[config.mk]
export PLATFORM = sky130hd
export DESIGN_NAME = uedr_regs
export DESIGN_NICKNAME = d
export VERILOG_FILES = /design/src/verilog/uedr_pkg.sv /design/src/verilog/uedr_regs.sv
export SDC_FILE = /design/constraint.sdc
export NUM_CORES = 2
export LEC_CHECK = 0
export ABC_AREA = 0
export BUFFER_PORTS_ARGS = -buffer_cell sky130_fd_sc_hd__buf_4
export CORE_MARGIN = 1.5
export CORE_UTILIZATION = 55
export DETAILED_ROUTE_END_ITERATION = 12
export PLACE_DENSITY_LB_ADDON = 0.1
export REMOVE_ABC_BUFFERS = 1
export SYNTH_ARGS = -nofsm -noshare
export SYNTH_HDL_FRONTEND = slang
export SYNTH_SLANG_ARGS = --single-unit
[constraint.sdc]
create_clock -name hclk -period 4 [get_ports hclk]
set_input_delay 0.2 -clock hclk [delete_from_list [all_inputs] [get_ports hclk]]
set_output_delay 0.2 -clock hclk [all_outputs]
set_load 0.05 [all_outputs]
[src/verilog/uedr_pkg.sv]
`default_nettype none

package uedr_pkg;

  // ==========================================================================
  // Register map: byte address = 4 * index, index = {dir_in, ep, offset}
  // ==========================================================================
  localparam int unsigned SLOT_NUM     = 16;
  localparam int unsigned SLOT_W       = 4;
  localparam int unsigned EP_W         = 3;
  localparam int unsigned OFF_W        = 3;
  localparam int unsigned IDX_W        = 7;
  localparam int unsigned ADDR_LSB     = 2;
  localparam int unsigned ADDR_MAP_TOP = 9;

  localparam logic [OFF_W-1:0] OFF_CFG   = 3'h0;
  localparam logic [OFF_W-1:0] OFF_BAX   = 3'h1;
  localparam logic [OFF_W-1:0] OFF_CTX   = 3'h2;
  localparam logic [OFF_W-1:0] OFF_EXT_X = 3'h3;
  localparam logic [OFF_W-1:0] OFF_SIZ   = 3'h4;
  localparam logic [OFF_W-1:0] OFF_BAY   = 3'h5;
  localparam logic [OFF_W-1:0] OFF_CTY   = 3'h6;
  localparam logic [OFF_W-1:0] OFF_EXT_Y = 3'h7;
  localparam logic [EP_W-1:0]  EP_CTRL   = 3'h0;

  // ==========================================================================
  // Field layout and reset values
  // ==========================================================================
  localparam int unsigned CFG_ENABLE   = 7;
  localparam int unsigned CFG_ISO      = 6;
  localparam int unsigned CFG_TOGGLE   = 5;
  localparam int unsigned CFG_DOUBLE_BUFFER_ENABLE     = 4;
  localparam int unsigned CFG_STALL    = 3;
  localparam int unsigned CFG_HI_X_LSB = 3;
  localparam int unsigned CFG_HI_Y_LSB = 0;
  localparam int unsigned CNT_NAK      = 7;
  localparam int unsigned LOW_W        = 7;
  localparam int unsigned EXT_W        = 3;
  localparam int unsigned CNT_W        = 10;
  localparam int unsigned BUF_ADDR_W   = 12;
  localparam int unsigned REG_W        = 8;

  localparam logic [REG_W-1:0] REG_RST         = 8'h00;
  localparam logic [REG_W-1:0] EP0_CFG_WR_MASK = 8'h88;
  localparam logic [REG_W-1:0] EP0_CFG_RD_MASK = 8'ha8;
  localparam logic [REG_W-1:0] FULL_MASK       = 8'hff;
  localparam logic [3:0]       BASE_PAD        = 4'h0;
  localparam logic [LOW_W-1:0] LOW_ONE         = 7'h01;
  localparam logic [CNT_W-1:0] CNT_ONE         = 10'h001;
  localparam logic [EXT_W-1:0] EXT_ZERO        = 3'h0;

  localparam int unsigned HTRANS_ACTIVE = 1;
  localparam logic        HRESP_OKAY    = 1'b0;

  // ==========================================================================
  // Types
  // ==========================================================================
  typedef enum logic [1:0] {
    UEDR_HS_NONE  = 2'b00,
    UEDR_HS_DATA  = 2'b01,
    UEDR_HS_NAK   = 2'b10,
    UEDR_HS_STALL = 2'b11
  } uedr_hs_t;

  typedef struct packed {
    logic            valid;
    logic [EP_W-1:0] ep;
    logic            dir_in;
    logic            setup;
    logic            data1;
  } uedr_tok_t;

  typedef struct packed {
    logic                  valid;
    uedr_hs_t              hs;
    logic                  iso;
    logic                  buf_y;
    logic [BUF_ADDR_W-1:0] addr;
    logic [CNT_W-1:0]      len;
    logic [CNT_W-1:0]      max;
  } uedr_xfer_t;

endpackage

`default_nettype wire

[src/verilog/uedr_regs.sv]
// Implementation choices: the placing of the registers and the AHB-Lite slave port.
`timescale 1ns/1ps
`default_nettype none

module uedr_regs (
  input  wire logic              hclk,
  input  wire logic              hresetn,
  input  wire logic              hsel,
  input  wire logic [31:0]       haddr,
  input  wire logic [1:0]        htrans,
  input  wire logic              hwrite,
  input  wire logic [2:0]        hsize,
  input  wire logic [31:0]       hwdata,
  input  wire logic              hready,
  output logic      [31:0]       hrdata,
  output logic                   hreadyout,
  output logic                   hresp,
  input  wire uedr_pkg::uedr_tok_t tok,
  input  wire logic              rx_byte,
  input  wire logic              rx_done,
  input  wire logic              in_done,
  output uedr_pkg::uedr_xfer_t   xfer
);
  import uedr_pkg::*;

  // ==========================================================================
  // Bus slave
  // ==========================================================================
  logic              ap_valid_r;
  logic              ap_write_r;
  logic              ap_map_r;
  logic [IDX_W-1:0]  ap_idx_r;
  logic [31:0]       hrdata_r;
  logic              hreadyout_r;
  logic              hresp_r;
  logic              accept;
  logic [SLOT_W-1:0] ap_slot;
  logic [OFF_W-1:0]  ap_off;
  logic              ap_ok;
  logic              wr_go;
  logic [REG_W-1:0]  rd_val;

  logic [REG_W-1:0]  cfg_w  [SLOT_NUM];
  logic [LOW_W-1:0]  siz_w  [SLOT_NUM];
  logic [REG_W-1:0]  base_w [SLOT_NUM][2];
  logic [REG_W-1:0]  cnt_w  [SLOT_NUM][2];
  logic [EXT_W-1:0]  ext_w  [SLOT_NUM][2];

  // Endpoint 0 keeps only its config and X count; IN offset 7 is absent
  function automatic logic mapped(input logic [SLOT_W-1:0] s, input logic [OFF_W-1:0] o);
    logic ep0;
    ep0 = (s[EP_W-1:0] == EP_CTRL);
    if (ep0) begin
      mapped = (o == OFF_CFG) || (o == OFF_CTX);
    end else begin
      mapped = !(s[SLOT_W-1] && (o == OFF_EXT_Y));
    end
  endfunction

  // hsize is not decoded: every register is one word, low byte used
  assign accept  = hsel && htrans[HTRANS_ACTIVE] && hready;
  assign ap_slot = ap_idx_r[IDX_W-1:OFF_W];
  assign ap_off  = ap_idx_r[OFF_W-1:0];
  assign ap_ok   = ap_map_r && mapped(ap_slot, ap_off);
  assign wr_go   = ap_valid_r && ap_write_r && ap_ok;

  always_ff @(posedge hclk or negedge hresetn) begin
    if (!hresetn) begin
      ap_valid_r <= 1'b0;
      ap_write_r <= 1'b0;
      ap_map_r   <= 1'b0;
      ap_idx_r   <= '0;
    end else begin
      ap_valid_r <= accept;
      if (accept) begin
        ap_write_r <= hwrite;
        ap_idx_r   <= haddr[ADDR_LSB +: IDX_W];
        ap_map_r   <= (haddr[31:ADDR_MAP_TOP] == '0);
      end
    end
  end

  // Reads take one wait state so that hrdata comes from a flop
  always_ff @(posedge hclk or negedge hresetn) begin
    if (!hresetn) begin
      hreadyout_r <= 1'b1;
    end else begin
      hreadyout_r <= !(accept && !hwrite);
    end
  end

  always_ff @(posedge hclk or negedge hresetn) begin
    if (!hresetn) begin
      hrdata_r <= '0;
    end else if (ap_valid_r && !ap_write_r) begin
      hrdata_r <= {24'h000000, rd_val};
    end
  end

  // Single word transfers only, so every answer is OKAY
  always_ff @(posedge hclk or negedge hresetn) begin
    if (!hresetn) begin
      hresp_r <= HRESP_OKAY;
    end else begin
      hresp_r <= HRESP_OKAY;
    end
  end

  // Unmapped and reserved places read as zero
  always_comb begin
    rd_val = '0;
    if (ap_ok) begin
      case (ap_off)
        OFF_CFG:   rd_val = cfg_w[ap_slot] & ((ap_slot[EP_W-1:0] == EP_CTRL) ?
                                              EP0_CFG_RD_MASK : FULL_MASK);
        OFF_BAX:   rd_val = base_w[ap_slot][0];
        OFF_CTX:   rd_val = cnt_w[ap_slot][0];
        OFF_EXT_X: rd_val = {5'h00, ext_w[ap_slot][0]};
        OFF_SIZ:   rd_val = {1'b0, siz_w[ap_slot]};
        OFF_BAY:   rd_val = base_w[ap_slot][1];
        OFF_CTY:   rd_val = cnt_w[ap_slot][1];
        OFF_EXT_Y: rd_val = {5'h00, ext_w[ap_slot][1]};
        default:   rd_val = '0;
      endcase
    end
  end

  assign hrdata    = hrdata_r;
  assign hreadyout = hreadyout_r;
  assign hresp     = hresp_r;

  // ==========================================================================
  // Token decision towards the serial interface engine
  // ==========================================================================
  typedef enum logic [1:0] {
    UEDR_XF_IDLE = 2'b00,
    UEDR_XF_OUT  = 2'b01,
    UEDR_XF_IN   = 2'b10
  } uedr_xf_t;

  logic [SLOT_W-1:0]     t_slot;
  logic [REG_W-1:0]      t_cfg;
  logic [REG_W-1:0]      t_cnt;
  logic                  t_iso;
  logic                  t_buf;
  logic                  t_stall;
  logic                  t_setup0;
  logic [EXT_W-1:0]      t_len_hi;
  logic [EXT_W-1:0]      t_siz_hi;
  uedr_hs_t              t_hs;
  logic                  t_acc;
  uedr_xfer_t            xfer_r;
  uedr_xf_t              state_r;
  uedr_xf_t              state_nxt;
  logic                  active;
  logic                  cur_in;
  logic                  cur_buf_r;
  logic [SLOT_W-1:0]     cur_slot_r;
  logic                  xfer_done;

  always_comb begin
    t_slot   = {tok.dir_in, tok.ep};
    t_cfg    = cfg_w[t_slot];
    t_iso    = t_cfg[CFG_ISO];
    // Isochronous packets carry no toggle; the reported PID picks the buffer
    t_buf    = t_iso ? tok.data1 : (t_cfg[CFG_DOUBLE_BUFFER_ENABLE] & t_cfg[CFG_TOGGLE]);
    t_cnt    = cnt_w[t_slot][t_buf];
    t_setup0 = tok.setup && (tok.ep == EP_CTRL);
    // Bit 3 is a count bit in isochronous mode, so stall only applies outside it
    t_stall  = t_cfg[CFG_STALL] && !t_iso && !t_setup0;
    t_len_hi = t_buf ? t_cfg[CFG_HI_Y_LSB +: EXT_W] : t_cfg[CFG_HI_X_LSB +: EXT_W];
    t_siz_hi = tok.dir_in ? ext_w[t_slot][0] : t_cfg[CFG_HI_Y_LSB +: EXT_W];
    if (!t_cfg[CFG_ENABLE]) begin
      t_hs = UEDR_HS_NONE;
    end else if (t_stall) begin
      t_hs = UEDR_HS_STALL;
    end else if (t_cnt[CNT_NAK]) begin
      t_hs = UEDR_HS_NAK;
    end else begin
      t_hs = UEDR_HS_DATA;
    end
    t_acc = tok.valid && (t_hs == UEDR_HS_DATA);
  end

  assign xfer_done = active && (cur_in ? in_done : rx_done);

  // Fields hold until the next token; only valid is a pulse
  always_ff @(posedge hclk or negedge hresetn) begin
    if (!hresetn) begin
      xfer_r <= '0;
    end else begin
      xfer_r.valid <= tok.valid;
      if (tok.valid) begin
        xfer_r.hs    <= t_hs;
        xfer_r.iso   <= t_iso;
        xfer_r.buf_y <= t_buf;
        xfer_r.addr  <= {base_w[t_slot][t_buf], BASE_PAD};
        if (!tok.dir_in) begin
          xfer_r.len <= '0;
        end else if (t_iso) begin
          xfer_r.len <= {t_len_hi, t_cnt[LOW_W-1:0]};
        end else begin
          xfer_r.len <= {EXT_ZERO, t_cnt[LOW_W-1:0]};
        end
        xfer_r.max <= t_iso ? {t_siz_hi, siz_w[t_slot]} : {EXT_ZERO, siz_w[t_slot]};
      end
    end
  end

  assign xfer = xfer_r;

  // A fresh DATA token takes over from a transfer the engine left open
  always_comb begin
    state_nxt = state_r;
    case (state_r)
      UEDR_XF_IDLE: begin
        if (t_acc) begin
          state_nxt = tok.dir_in ? UEDR_XF_IN : UEDR_XF_OUT;
        end
      end
      UEDR_XF_OUT, UEDR_XF_IN: begin
        if (t_acc) begin
          state_nxt = tok.dir_in ? UEDR_XF_IN : UEDR_XF_OUT;
        end else if (xfer_done) begin
          state_nxt = UEDR_XF_IDLE;
        end
      end
      default: begin
        state_nxt = UEDR_XF_IDLE;
      end
    endcase
  end

  always_ff @(posedge hclk or negedge hresetn) begin
    if (!hresetn) begin
      state_r <= UEDR_XF_IDLE;
    end else begin
      state_r <= state_nxt;
    end
  end

  always_ff @(posedge hclk or negedge hresetn) begin
    if (!hresetn) begin
      cur_buf_r  <= 1'b0;
      cur_slot_r <= '0;
    end else if (t_acc) begin
      cur_buf_r  <= t_buf;
      cur_slot_r <= t_slot;
    end
  end

  assign active = (state_r != UEDR_XF_IDLE);
  assign cur_in = (state_r == UEDR_XF_IN);

  // ==========================================================================
  // Descriptor storage, one slot per endpoint and direction
  // ==========================================================================
  for (genvar i = 0; i < SLOT_NUM; i++) begin : g_slot
    localparam logic [SLOT_W-1:0] SLOT   = SLOT_W'(i);
    localparam bit                DIR_IN = SLOT[SLOT_W-1];
    localparam bit                IS_EP0 = (SLOT[EP_W-1:0] == EP_CTRL);
    logic [REG_W-1:0] cfg_r;
    logic [LOW_W-1:0] siz_r;
    logic             wr_here;
    logic             fin_here;

    assign wr_here  = wr_go && (ap_slot == SLOT);
    assign fin_here = xfer_done && (cur_slot_r == SLOT);

    always_ff @(posedge hclk or negedge hresetn) begin
      if (!hresetn) begin
        cfg_r <= REG_RST;
      end else begin
        if (wr_here && (ap_off == OFF_CFG)) begin
          cfg_r <= IS_EP0 ? ((hwdata[REG_W-1:0] & EP0_CFG_WR_MASK) | (cfg_r & ~EP0_CFG_WR_MASK))
                          : hwdata[REG_W-1:0];
        end
        if (fin_here && !cfg_r[CFG_ISO]) begin
          cfg_r[CFG_TOGGLE] <= ~cfg_r[CFG_TOGGLE];
        end
        // Setup beats a simultaneous software write of the stall flag
        if (IS_EP0 && tok.valid && tok.setup && (tok.ep == EP_CTRL)) begin
          cfg_r[CFG_STALL] <= 1'b0;
        end
      end
    end

    always_ff @(posedge hclk or negedge hresetn) begin
      if (!hresetn) begin
        siz_r <= '0;
      end else if (wr_here && (ap_off == OFF_SIZ)) begin
        siz_r <= hwdata[LOW_W-1:0];
      end
    end

    assign cfg_w[i] = cfg_r;
    assign siz_w[i] = siz_r;

    // X is index 0 and Y index 1 throughout
    for (genvar b = 0; b < 2; b++) begin : g_buf
      localparam logic [OFF_W-1:0] O_BASE = (b == 0) ? OFF_BAX : OFF_BAY;
      localparam logic [OFF_W-1:0] O_CNT  = (b == 0) ? OFF_CTX : OFF_CTY;
      localparam logic [OFF_W-1:0] O_EXT  = (b == 0) ? OFF_EXT_X : OFF_EXT_Y;
      logic [REG_W-1:0] base_r;
      logic [REG_W-1:0] cnt_r;
      logic [EXT_W-1:0] ext_r;
      logic             clr;
      logic             inc;
      logic             fin;
      logic [CNT_W-1:0] tot;

      assign clr = t_acc && !tok.dir_in && (t_slot == SLOT) && (t_buf == 1'(b));
      assign inc = rx_byte && active && !cur_in && (cur_slot_r == SLOT) &&
                   (cur_buf_r == 1'(b));
      assign fin = fin_here && (cur_buf_r == 1'(b));
      // Non-iso counts wrap in 7 bits; software keeps them at or below 64
      assign tot = cfg_r[CFG_ISO] ? ({ext_r, cnt_r[LOW_W-1:0]} + CNT_ONE)
                                  : {EXT_ZERO, cnt_r[LOW_W-1:0] + LOW_ONE};

      always_ff @(posedge hclk or negedge hresetn) begin
        if (!hresetn) begin
          base_r <= REG_RST;
        end else if (wr_here && (ap_off == O_BASE)) begin
          base_r <= hwdata[REG_W-1:0];
        end
      end

      // Hardware NAK set is last so it wins over a same-cycle write
      always_ff @(posedge hclk or negedge hresetn) begin
        if (!hresetn) begin
          cnt_r <= REG_RST;
        end else begin
          if (wr_here && (ap_off == O_CNT)) begin
            cnt_r <= hwdata[REG_W-1:0];
          end
          if (clr) begin
            cnt_r[LOW_W-1:0] <= '0;
          end
          if (inc) begin
            cnt_r[LOW_W-1:0] <= tot[LOW_W-1:0];
          end
          if (fin) begin
            cnt_r[CNT_NAK] <= 1'b1;
          end
        end
      end

      // Offset 3 extends the size on IN slots and the X count on OUT slots
      always_ff @(posedge hclk or negedge hresetn) begin
        if (!hresetn) begin
          ext_r <= EXT_ZERO;
        end else begin
          if (wr_here && (ap_off == O_EXT)) begin
            ext_r <= hwdata[EXT_W-1:0];
          end
          if (!DIR_IN && cfg_r[CFG_ISO] && clr) begin
            ext_r <= EXT_ZERO;
          end
          if (!DIR_IN && cfg_r[CFG_ISO] && inc) begin
            ext_r <= tot[CNT_W-1:LOW_W];
          end
        end
      end

      assign base_w[i][b] = base_r;
      assign cnt_w[i][b]  = cnt_r;
      assign ext_w[i][b]  = ext_r;
    end
  end

endmodule // uedr_regs

`default_nettype wire

# Yosys cells after proc, flatten, opt, wreduce, memory -nomap -nowiden
# Index checks and enable logic that the tools add are counted.
dict set report word_totals {
  regBits 907
  in_bits 84
  out_inout_bits 71
  wordCells 1128
}
dict set report classes {
  addsub 64
  magnitude_cmp 3
  eq_ne 57
  mux 297
  bitwise 25
  n_reduce_logical 488
}
# operator count
set ops {}
lappend ops {{two-way mux 7 bit} 85}
lappend ops {{logical AND 1 bit} 354}
lappend ops {{two-way mux 8 bit} 43}
lappend ops {{adder 7 x 1 -> 7 bit (second input constant)} 48}
lappend ops {{binary-select mux 16 bit (select 4 bit)} 4}
lappend ops {{two-way mux 10 bit} 19}
lappend ops {{adder 10 x 1 -> 10 bit (second input constant)} 16}
lappend ops {{two-way mux 3 bit} 50}
lappend ops {{nonzero test 3 bit} 48}
lappend ops {{two-way mux 16 bit} 8}
lappend ops {{two-way mux 6 bit} 20}
lappend ops {{nonzero test 2 bit} 51}
lappend ops {{== test 4 bit (second input constant)} 24}
lappend ops {{binary-select mux 8 bit (select 4 bit)} 2}
lappend ops {{case mux 8 bit (8 select lines)} 1}
lappend ops {{binary-select mux 7 bit (select 4 bit)} 2}
lappend ops {{two-way mux 1 bit} 53}
lappend ops {{binary-select mux 6 bit (select 4 bit)} 2}
lappend ops {{== test 4 x 3 -> 1 bit (second input constant)} 12}
lappend ops {{== test 4 x 2 -> 1 bit (second input constant)} 6}
lappend ops {{zero test 1 bit} 24}
lappend ops {{zero test 23 bit} 1}
lappend ops {{NOT 1 bit} 18}
lappend ops {{bitwise OR 8 x 7 -> 8 bit} 2}
lappend ops {{22 further kinds} 41}

# Depth between registers and ports, before layout
dict set report logic_depth {
  word_depth 21
  mapped_depth 12
  depth_no_buf 9
}

# Worst setup path after synthesis
# No wires, ideal clock.
dict set report synth_timing {
  path_type {input-to-reg}
  start {input tok[3] (netlist name)}
  end {register xfer_r, in the netlist xfer[13]}
  setup_time_ps 121
  t_arrival_ps 2791
  required_ps 3879
  slack_ps 1088
  cell_stages 8
  n_path_buf 5
  path_cell_list {buf_4 -> buf_2 -> buf_2 -> buf_2 -> clkbuf_1 -> mux4_2 -> mux4_2 -> a22o_1}
}
dict set report synth_between {
  elab_chain_cells 12
  elab_cells_between_ends 15
  cone_classes {mux (12); bitwise (3)}
}
# item line_no
set synth_rtl {}
lappend synth_rtl {{start: declaration} uedr_regs.sv:18} ;# input wire uedr_pkg::uedr_tok_t tok,
lappend synth_rtl {{NOT 4 -> 5 bit (implied by the code) (*)} {uedr_regs.sv:163, uedr_regs.sv:167}}
lappend synth_rtl {{binary-select mux 8 bit (select 4 bit)} uedr_regs.sv:163} ;# t_cfg = cfg_w[t_slot];
lappend synth_rtl {{two-way mux 8 bit (implied by the code) (2 in series)} uedr_regs.sv:163}
lappend synth_rtl {{AND 1 bit} uedr_regs.sv:166} ;# t_buf = t_iso ? tok.data1 : (t_cfg[CFG_DOUBLE_BUFFER_ENABLE] & t_cfg[CFG_TOGGLE]);
lappend synth_rtl {{two-way mux 1 bit} uedr_regs.sv:166}
lappend synth_rtl {{NOT 1 -> 2 bit (implied by the code)} uedr_regs.sv:167} ;# t_cnt = cnt_w[t_slot][t_buf];
lappend synth_rtl {{two-way mux 8 bit (implied by the code) (*) (3 in series)} uedr_regs.sv:167}
lappend synth_rtl {{two-way mux 10 bit (*)} uedr_regs.sv:200} ;# end else if (t_iso) begin
lappend synth_rtl {{two-way mux 10 bit (*)} uedr_regs.sv:198} ;# if (!tok.dir_in) begin
lappend synth_rtl {{end: declaration} uedr_regs.sv:152} ;# uedr_xfer_t xfer_r;
# Mark *: on every way between the ends. The rest lies on a longest branch, timed or not. The select of a mux whose other input is x is not followed.
# A chain may end at the register's enable or synchronous reset.

# Worst setup path in the final report
dict set report layout_timing {
  start {register g_slot[1].cfg_r[6]}
  end {register g_slot[5].g_buf[1].cnt_r[5]}
}
dict set report layout_between {
  elab_chain_cells 18
  elab_cells_between_ends 22
  cone_classes {eq/ne (1); mux (12); bitwise (1); reduce/logical (8)}
}
# item line_no
set layout_rtl {}
lappend layout_rtl {{start: declaration} uedr_regs.sv:262} ;# logic [REG_W-1:0] cfg_r;
lappend layout_rtl {{start signal: assignment} uedr_regs.sv:275} ;# cfg_r <= IS_EP0 ? ((hwdata[REG_W-1:0] & EP0_CFG_WR_MASK) | (cfg_r & ~EP0_CFG_WR_MASK))
lappend layout_rtl {{start signal: indexed assignment} uedr_regs.sv:279} ;# cfg_r[CFG_TOGGLE] <= ~cfg_r[CFG_TOGGLE];
lappend layout_rtl {{binary-select mux 8 bit (select 4 bit) (*)} uedr_regs.sv:163}
lappend layout_rtl {{two-way mux 8 bit (implied by the code) (*) (2 in series)} uedr_regs.sv:163}
lappend layout_rtl {{two-way mux 1 bit} uedr_regs.sv:166}
lappend layout_rtl {{NOT 1 -> 2 bit (implied by the code)} uedr_regs.sv:167}
lappend layout_rtl {{two-way mux 8 bit (implied by the code) (3 in series)} uedr_regs.sv:167}
lappend layout_rtl {{two-way mux 2 bit} uedr_regs.sv:177} ;# end else if (t_cnt[CNT_NAK]) begin
lappend layout_rtl {{two-way mux 2 bit} uedr_regs.sv:175} ;# end else if (t_stall) begin
lappend layout_rtl {{two-way mux 2 bit} uedr_regs.sv:173} ;# if (!t_cfg[CFG_ENABLE]) begin
lappend layout_rtl {{== test 2 x 1 -> 1 bit} uedr_regs.sv:182} ;# t_acc = tok.valid && (t_hs == UEDR_HS_DATA);
lappend layout_rtl {{logical AND 1 bit} uedr_regs.sv:182}
lappend layout_rtl {{logical AND 1 bit (2 in series)} uedr_regs.sv:312} ;# assign clr = t_acc && !tok.dir_in && (t_slot == SLOT) && (t_buf == 1'(b));
lappend layout_rtl {{logical AND 1 bit (*)} uedr_regs.sv:312}
lappend layout_rtl {{two-way mux 7 bit} uedr_regs.sv:336} ;# if (clr) begin
lappend layout_rtl {{two-way mux 7 bit} uedr_regs.sv:339} ;# if (inc) begin
lappend layout_rtl {{end signal: assignment} uedr_regs.sv:334} ;# cnt_r <= hwdata[REG_W-1:0];
lappend layout_rtl {{end signal: indexed assignment} uedr_regs.sv:340} ;# cnt_r[LOW_W-1:0] <= tot[LOW_W-1:0];
lappend layout_rtl {{end: declaration} uedr_regs.sv:305} ;# logic [REG_W-1:0] cnt_r;
# Marked as above.

==> impl_metrics.ini <==
[outcome]
status = finished, final reports clean

[detailed_routing]
wl_mm = 174
drt_pass1_iterations = 6
routedWlPerCell_um = 30.4
drc_errors = 0
drt.antenna.violating_nets = 0
via_count = 39500
drt_iter0_drc = 4107
post_drt_via_cell_ratio = 6.88

[synthesis]
yosysMostFrequentCell = dfrtp_1
yosysSeqAreaShare_pct = 43.1
ys_warn_count = 0
ys_async_sr_fraction_pct = 100
synth_area_mm2 = 0.0521
synth_seq_cells = 897
synth_top_family_by_area = multiplexers
synth_cells = 4384
synth_area_leaders = dfrtp_1 43%, mux4_2 19%, mux2_2 10%
ys_types = 97
synth_top_flop_cell = dfrtp_1
synthAdderAreaFrac_pct = 0.840
synth_xor_area_share_pct = 0.907
yosysTopAreaCellShare_pct = 43.0
yosysTopAreaCell = dfrtp_1
synthMuxAreaShare_pct = 31.4
postSynthAreaPerCell_um2 = 11.9
synth-edff-count = 0
synth-simple-area-share_pct = 10.8
synth_common_cells = 896 x dfrtp_1, 462 x mux2_2, 438 x mux4_2, 413 x nand2_1, 280 x clkbuf_1
synth_compound_area_share_pct = 9.22

[worst_setup_path]
cp.arrival_ps = 4260
worstReg2RegStart = g_slot[1].cfg_r[6]$_DFFE_PN0P_
setup.worst_path.end = g_slot[5].g_buf[1].cnt_r[5]$_DFFE_PN0P_
worstPathRequired_ps = 4590
cp-start-kind = register
worstSetupPathType = reg2reg
crit_start = g_slot[1].cfg_r[6]$_DFFE_PN0P_
path_max_fanout = 23
reg2regPathDepth = 7
crit_cells = 7
worst_path_max_delay_cell = a2111oi_4
worstReg2RegEnd = g_slot[5].g_buf[1].cnt_r[5]$_DFFE_PN0P_
max_stage_delay_ps = 940
cp_num_buf_inv = 0
cp-end-kind = register
crit_chain = mux2_1 > a221oi_1 > o31a_2 > o211ai_2 > a2111oi_4 > o21ai_0 > a221o_1
crit_family = compound AO/OA/AOI/OAI gates
regToRegSetupSlack_ps = 330

[pwr]
peakVddDrop_mv = 0.406
leakage_nw = 24.2
power_mw = 29.9
cellPowerDensity_mw_per_mm2 = 514

[global_routing]
grt_usage_pct = 36.4
grt_pass1_wl_mm = 262
grt_pass1_vias = 39000
grt_overflow_total = 0
grt_antenna_before_repair = 5
grt_max_degree = 101

[cts]
clockBufferDepth = 3
post-cts-setup-buffer-count = 0
post_cts_resize_count = 0
h-tree-depth = 3
insertion_delay_ps = 720
cts_tree = done
numCtsBuffers = 99
clk_pin_slew_ps = 60
numClockSinks = 897
clock-root-buffer = clkbuf_16

[sta]
hold_viol_final = 0
slew_violations = 0
relSlewSlack_pct = 25.6
fin_skew_ps = 36.1
period_needed_ps = 3670
setup_violations = 0
fin_crit_sh_pct = 91.8
hold_ws_ps = 61.5
worst_slew_pin_slew_ps = 1110
max_freq_mhz = 272
rsz0062_at_grt = no

[place]
dp.cells = 5541
postPlaceCellArea_mm2 = 0.0546
gp_congestion = 0.968
port_buffers = 95
place_hpwl_mm = 119

[floorplanning]
row_count = 112
start_util_pct = 55.7
die_x_um = 311
die_y_um = 311
core_area_mm2 = 0.0936
num_io_pins = 155
die_area_mm2 = 0.0966

[finish]
register_area_mm2 = 0.0225
utilization_pct = 62.3
area_delta_synth_final_pct = 11.8
multiInputGateArea_mm2 = 0.0279
nNetsFinal = 4523
drive_above_1_share_pct = 31.5
layout.cells.non_filler = 5739
fillers = 7454
final_area_mm2 = 0.0583

[hold_path]
hold_class = in2reg

[run]
maxCapViolCount = 0
[layout by cell type, fill, tap and decap left out, types with 48 or more instances in the layout]
cell type,Yosys,routed
o21ai_0,187,187
buf_4,35,252
nor2_1,269,268
clkbuf_16,0,101
and3_1,60,60
a221o_1,48,48
mux2_2,462,462
mux2i_1,128,128
nor3_1,79,72
inv_1,50,50
dfrtp_1,896,892
mux4_2,438,438
o22ai_1,64,64
nand2_1,413,413
nand3_1,172,172
a21oi_1,106,106
[tightest hold or removal path: cells and delay by family]
family | cells | cell delay [ps]
buf+inv | 1 | 280
simple gates | 2 | 200
[worst min-delay path by stage]
stage	from	endpoint	slack, ps	cells past startpoint
4_1_cts	tok[0]	xfer[18]$_DFFE_PN0P_	40	4
3_5_place_dp	hresetn	g_slot[10].g_buf[0].cnt_r[2]$_DFFE_PN0P_	280	1
5_1_grt	tok[3]	cur_slot_r[0]$_DFFE_PN0P_	90	2
6_report	hwdata[0]	g_slot[3].g_buf[1].ext_r[0]$_DFFE_PN0P_	60	3
3_3_place_gp	hresetn	g_slot[10].g_buf[0].cnt_r[2]$_DFFE_PN0P_	280	1
2_1_floorplan	hresetn	ap_idx_r[0]$_DFFE_PN0P_	-100	0
[per-stage QoR]
step | setup slack [ps] | TNS [ps]
2_1_floorplan | -7170 | -4701770
3_3_place_gp | 394 | 0
3_5_place_dp | 367 | 0
4_1_cts | 401 | 0
5_1_grt | 113 | 0
6_report | 327 | 0
[flip-flops by register name, indices dropped and copies added (netlist names)]
signal / flops
state_r: 2
cur_buf_r: 1
ap_idx_r: 7
cur_slot_r: 4
ap_map_r: 1
g_slot.g_buf.ext_r: 96
ap_write_r: 1
g_slot.cfg_r: 118
ap_valid_r: 1
xfer: 33
g_slot.g_buf.cnt_r: 256
g_slot.g_buf.base_r: 256
g_slot.siz_r: 112
hreadyout: 1
hrdata: 8
[layer usage]
layer | global-route usage (%) | routed length [µm]
met5 | 0 | 16
met4 | 16.8 | 9470
met3 | 7.25 | 15800
met2 | 55.8 | 80000
met1 | 50.3 | 69200
[cells by family (layout without fill, tap and decap cells)]
kind of cell / after synthesis / count (layout)
adders and majority gates: 35 / 35
other: 1 / 31
DFF: 897 / 897
AOI/OAI and AO/OA: 709 / 709
muxes: 1032 / 1032
buffers and inverters: 460 / 531
xor gates and xnor gates: 54 / 54
and+or+nand+nor: 1196 / 1196
[cell type report]
cell class	count	area share [%]
Clock inverter	36	1.07
Multi-Input combinational cell	3055	47.9
Sequential cell	897	38.5
Clock buffer	144	4.94
Tap cell	1254	2.69
Inverter	54	0.348
Timing Repair Buffer	297	4.49
Antenna cell	2	0.00859
[power breakdown]
group          internal [mW]  switching, mW  total [mW]
logic                   3.64           4.45        8.08
registers               10.3           1.65        11.9
clock network           5.92           4.01        9.93
total                   19.8           10.1        29.9
[what timing repair did]
item,in CTS,in global routing
endpoints found under the setup margin,0,0
endpoints found under the hold margin,69,0
hold buffers,16,0
Power figures use the tool's default switching activity.
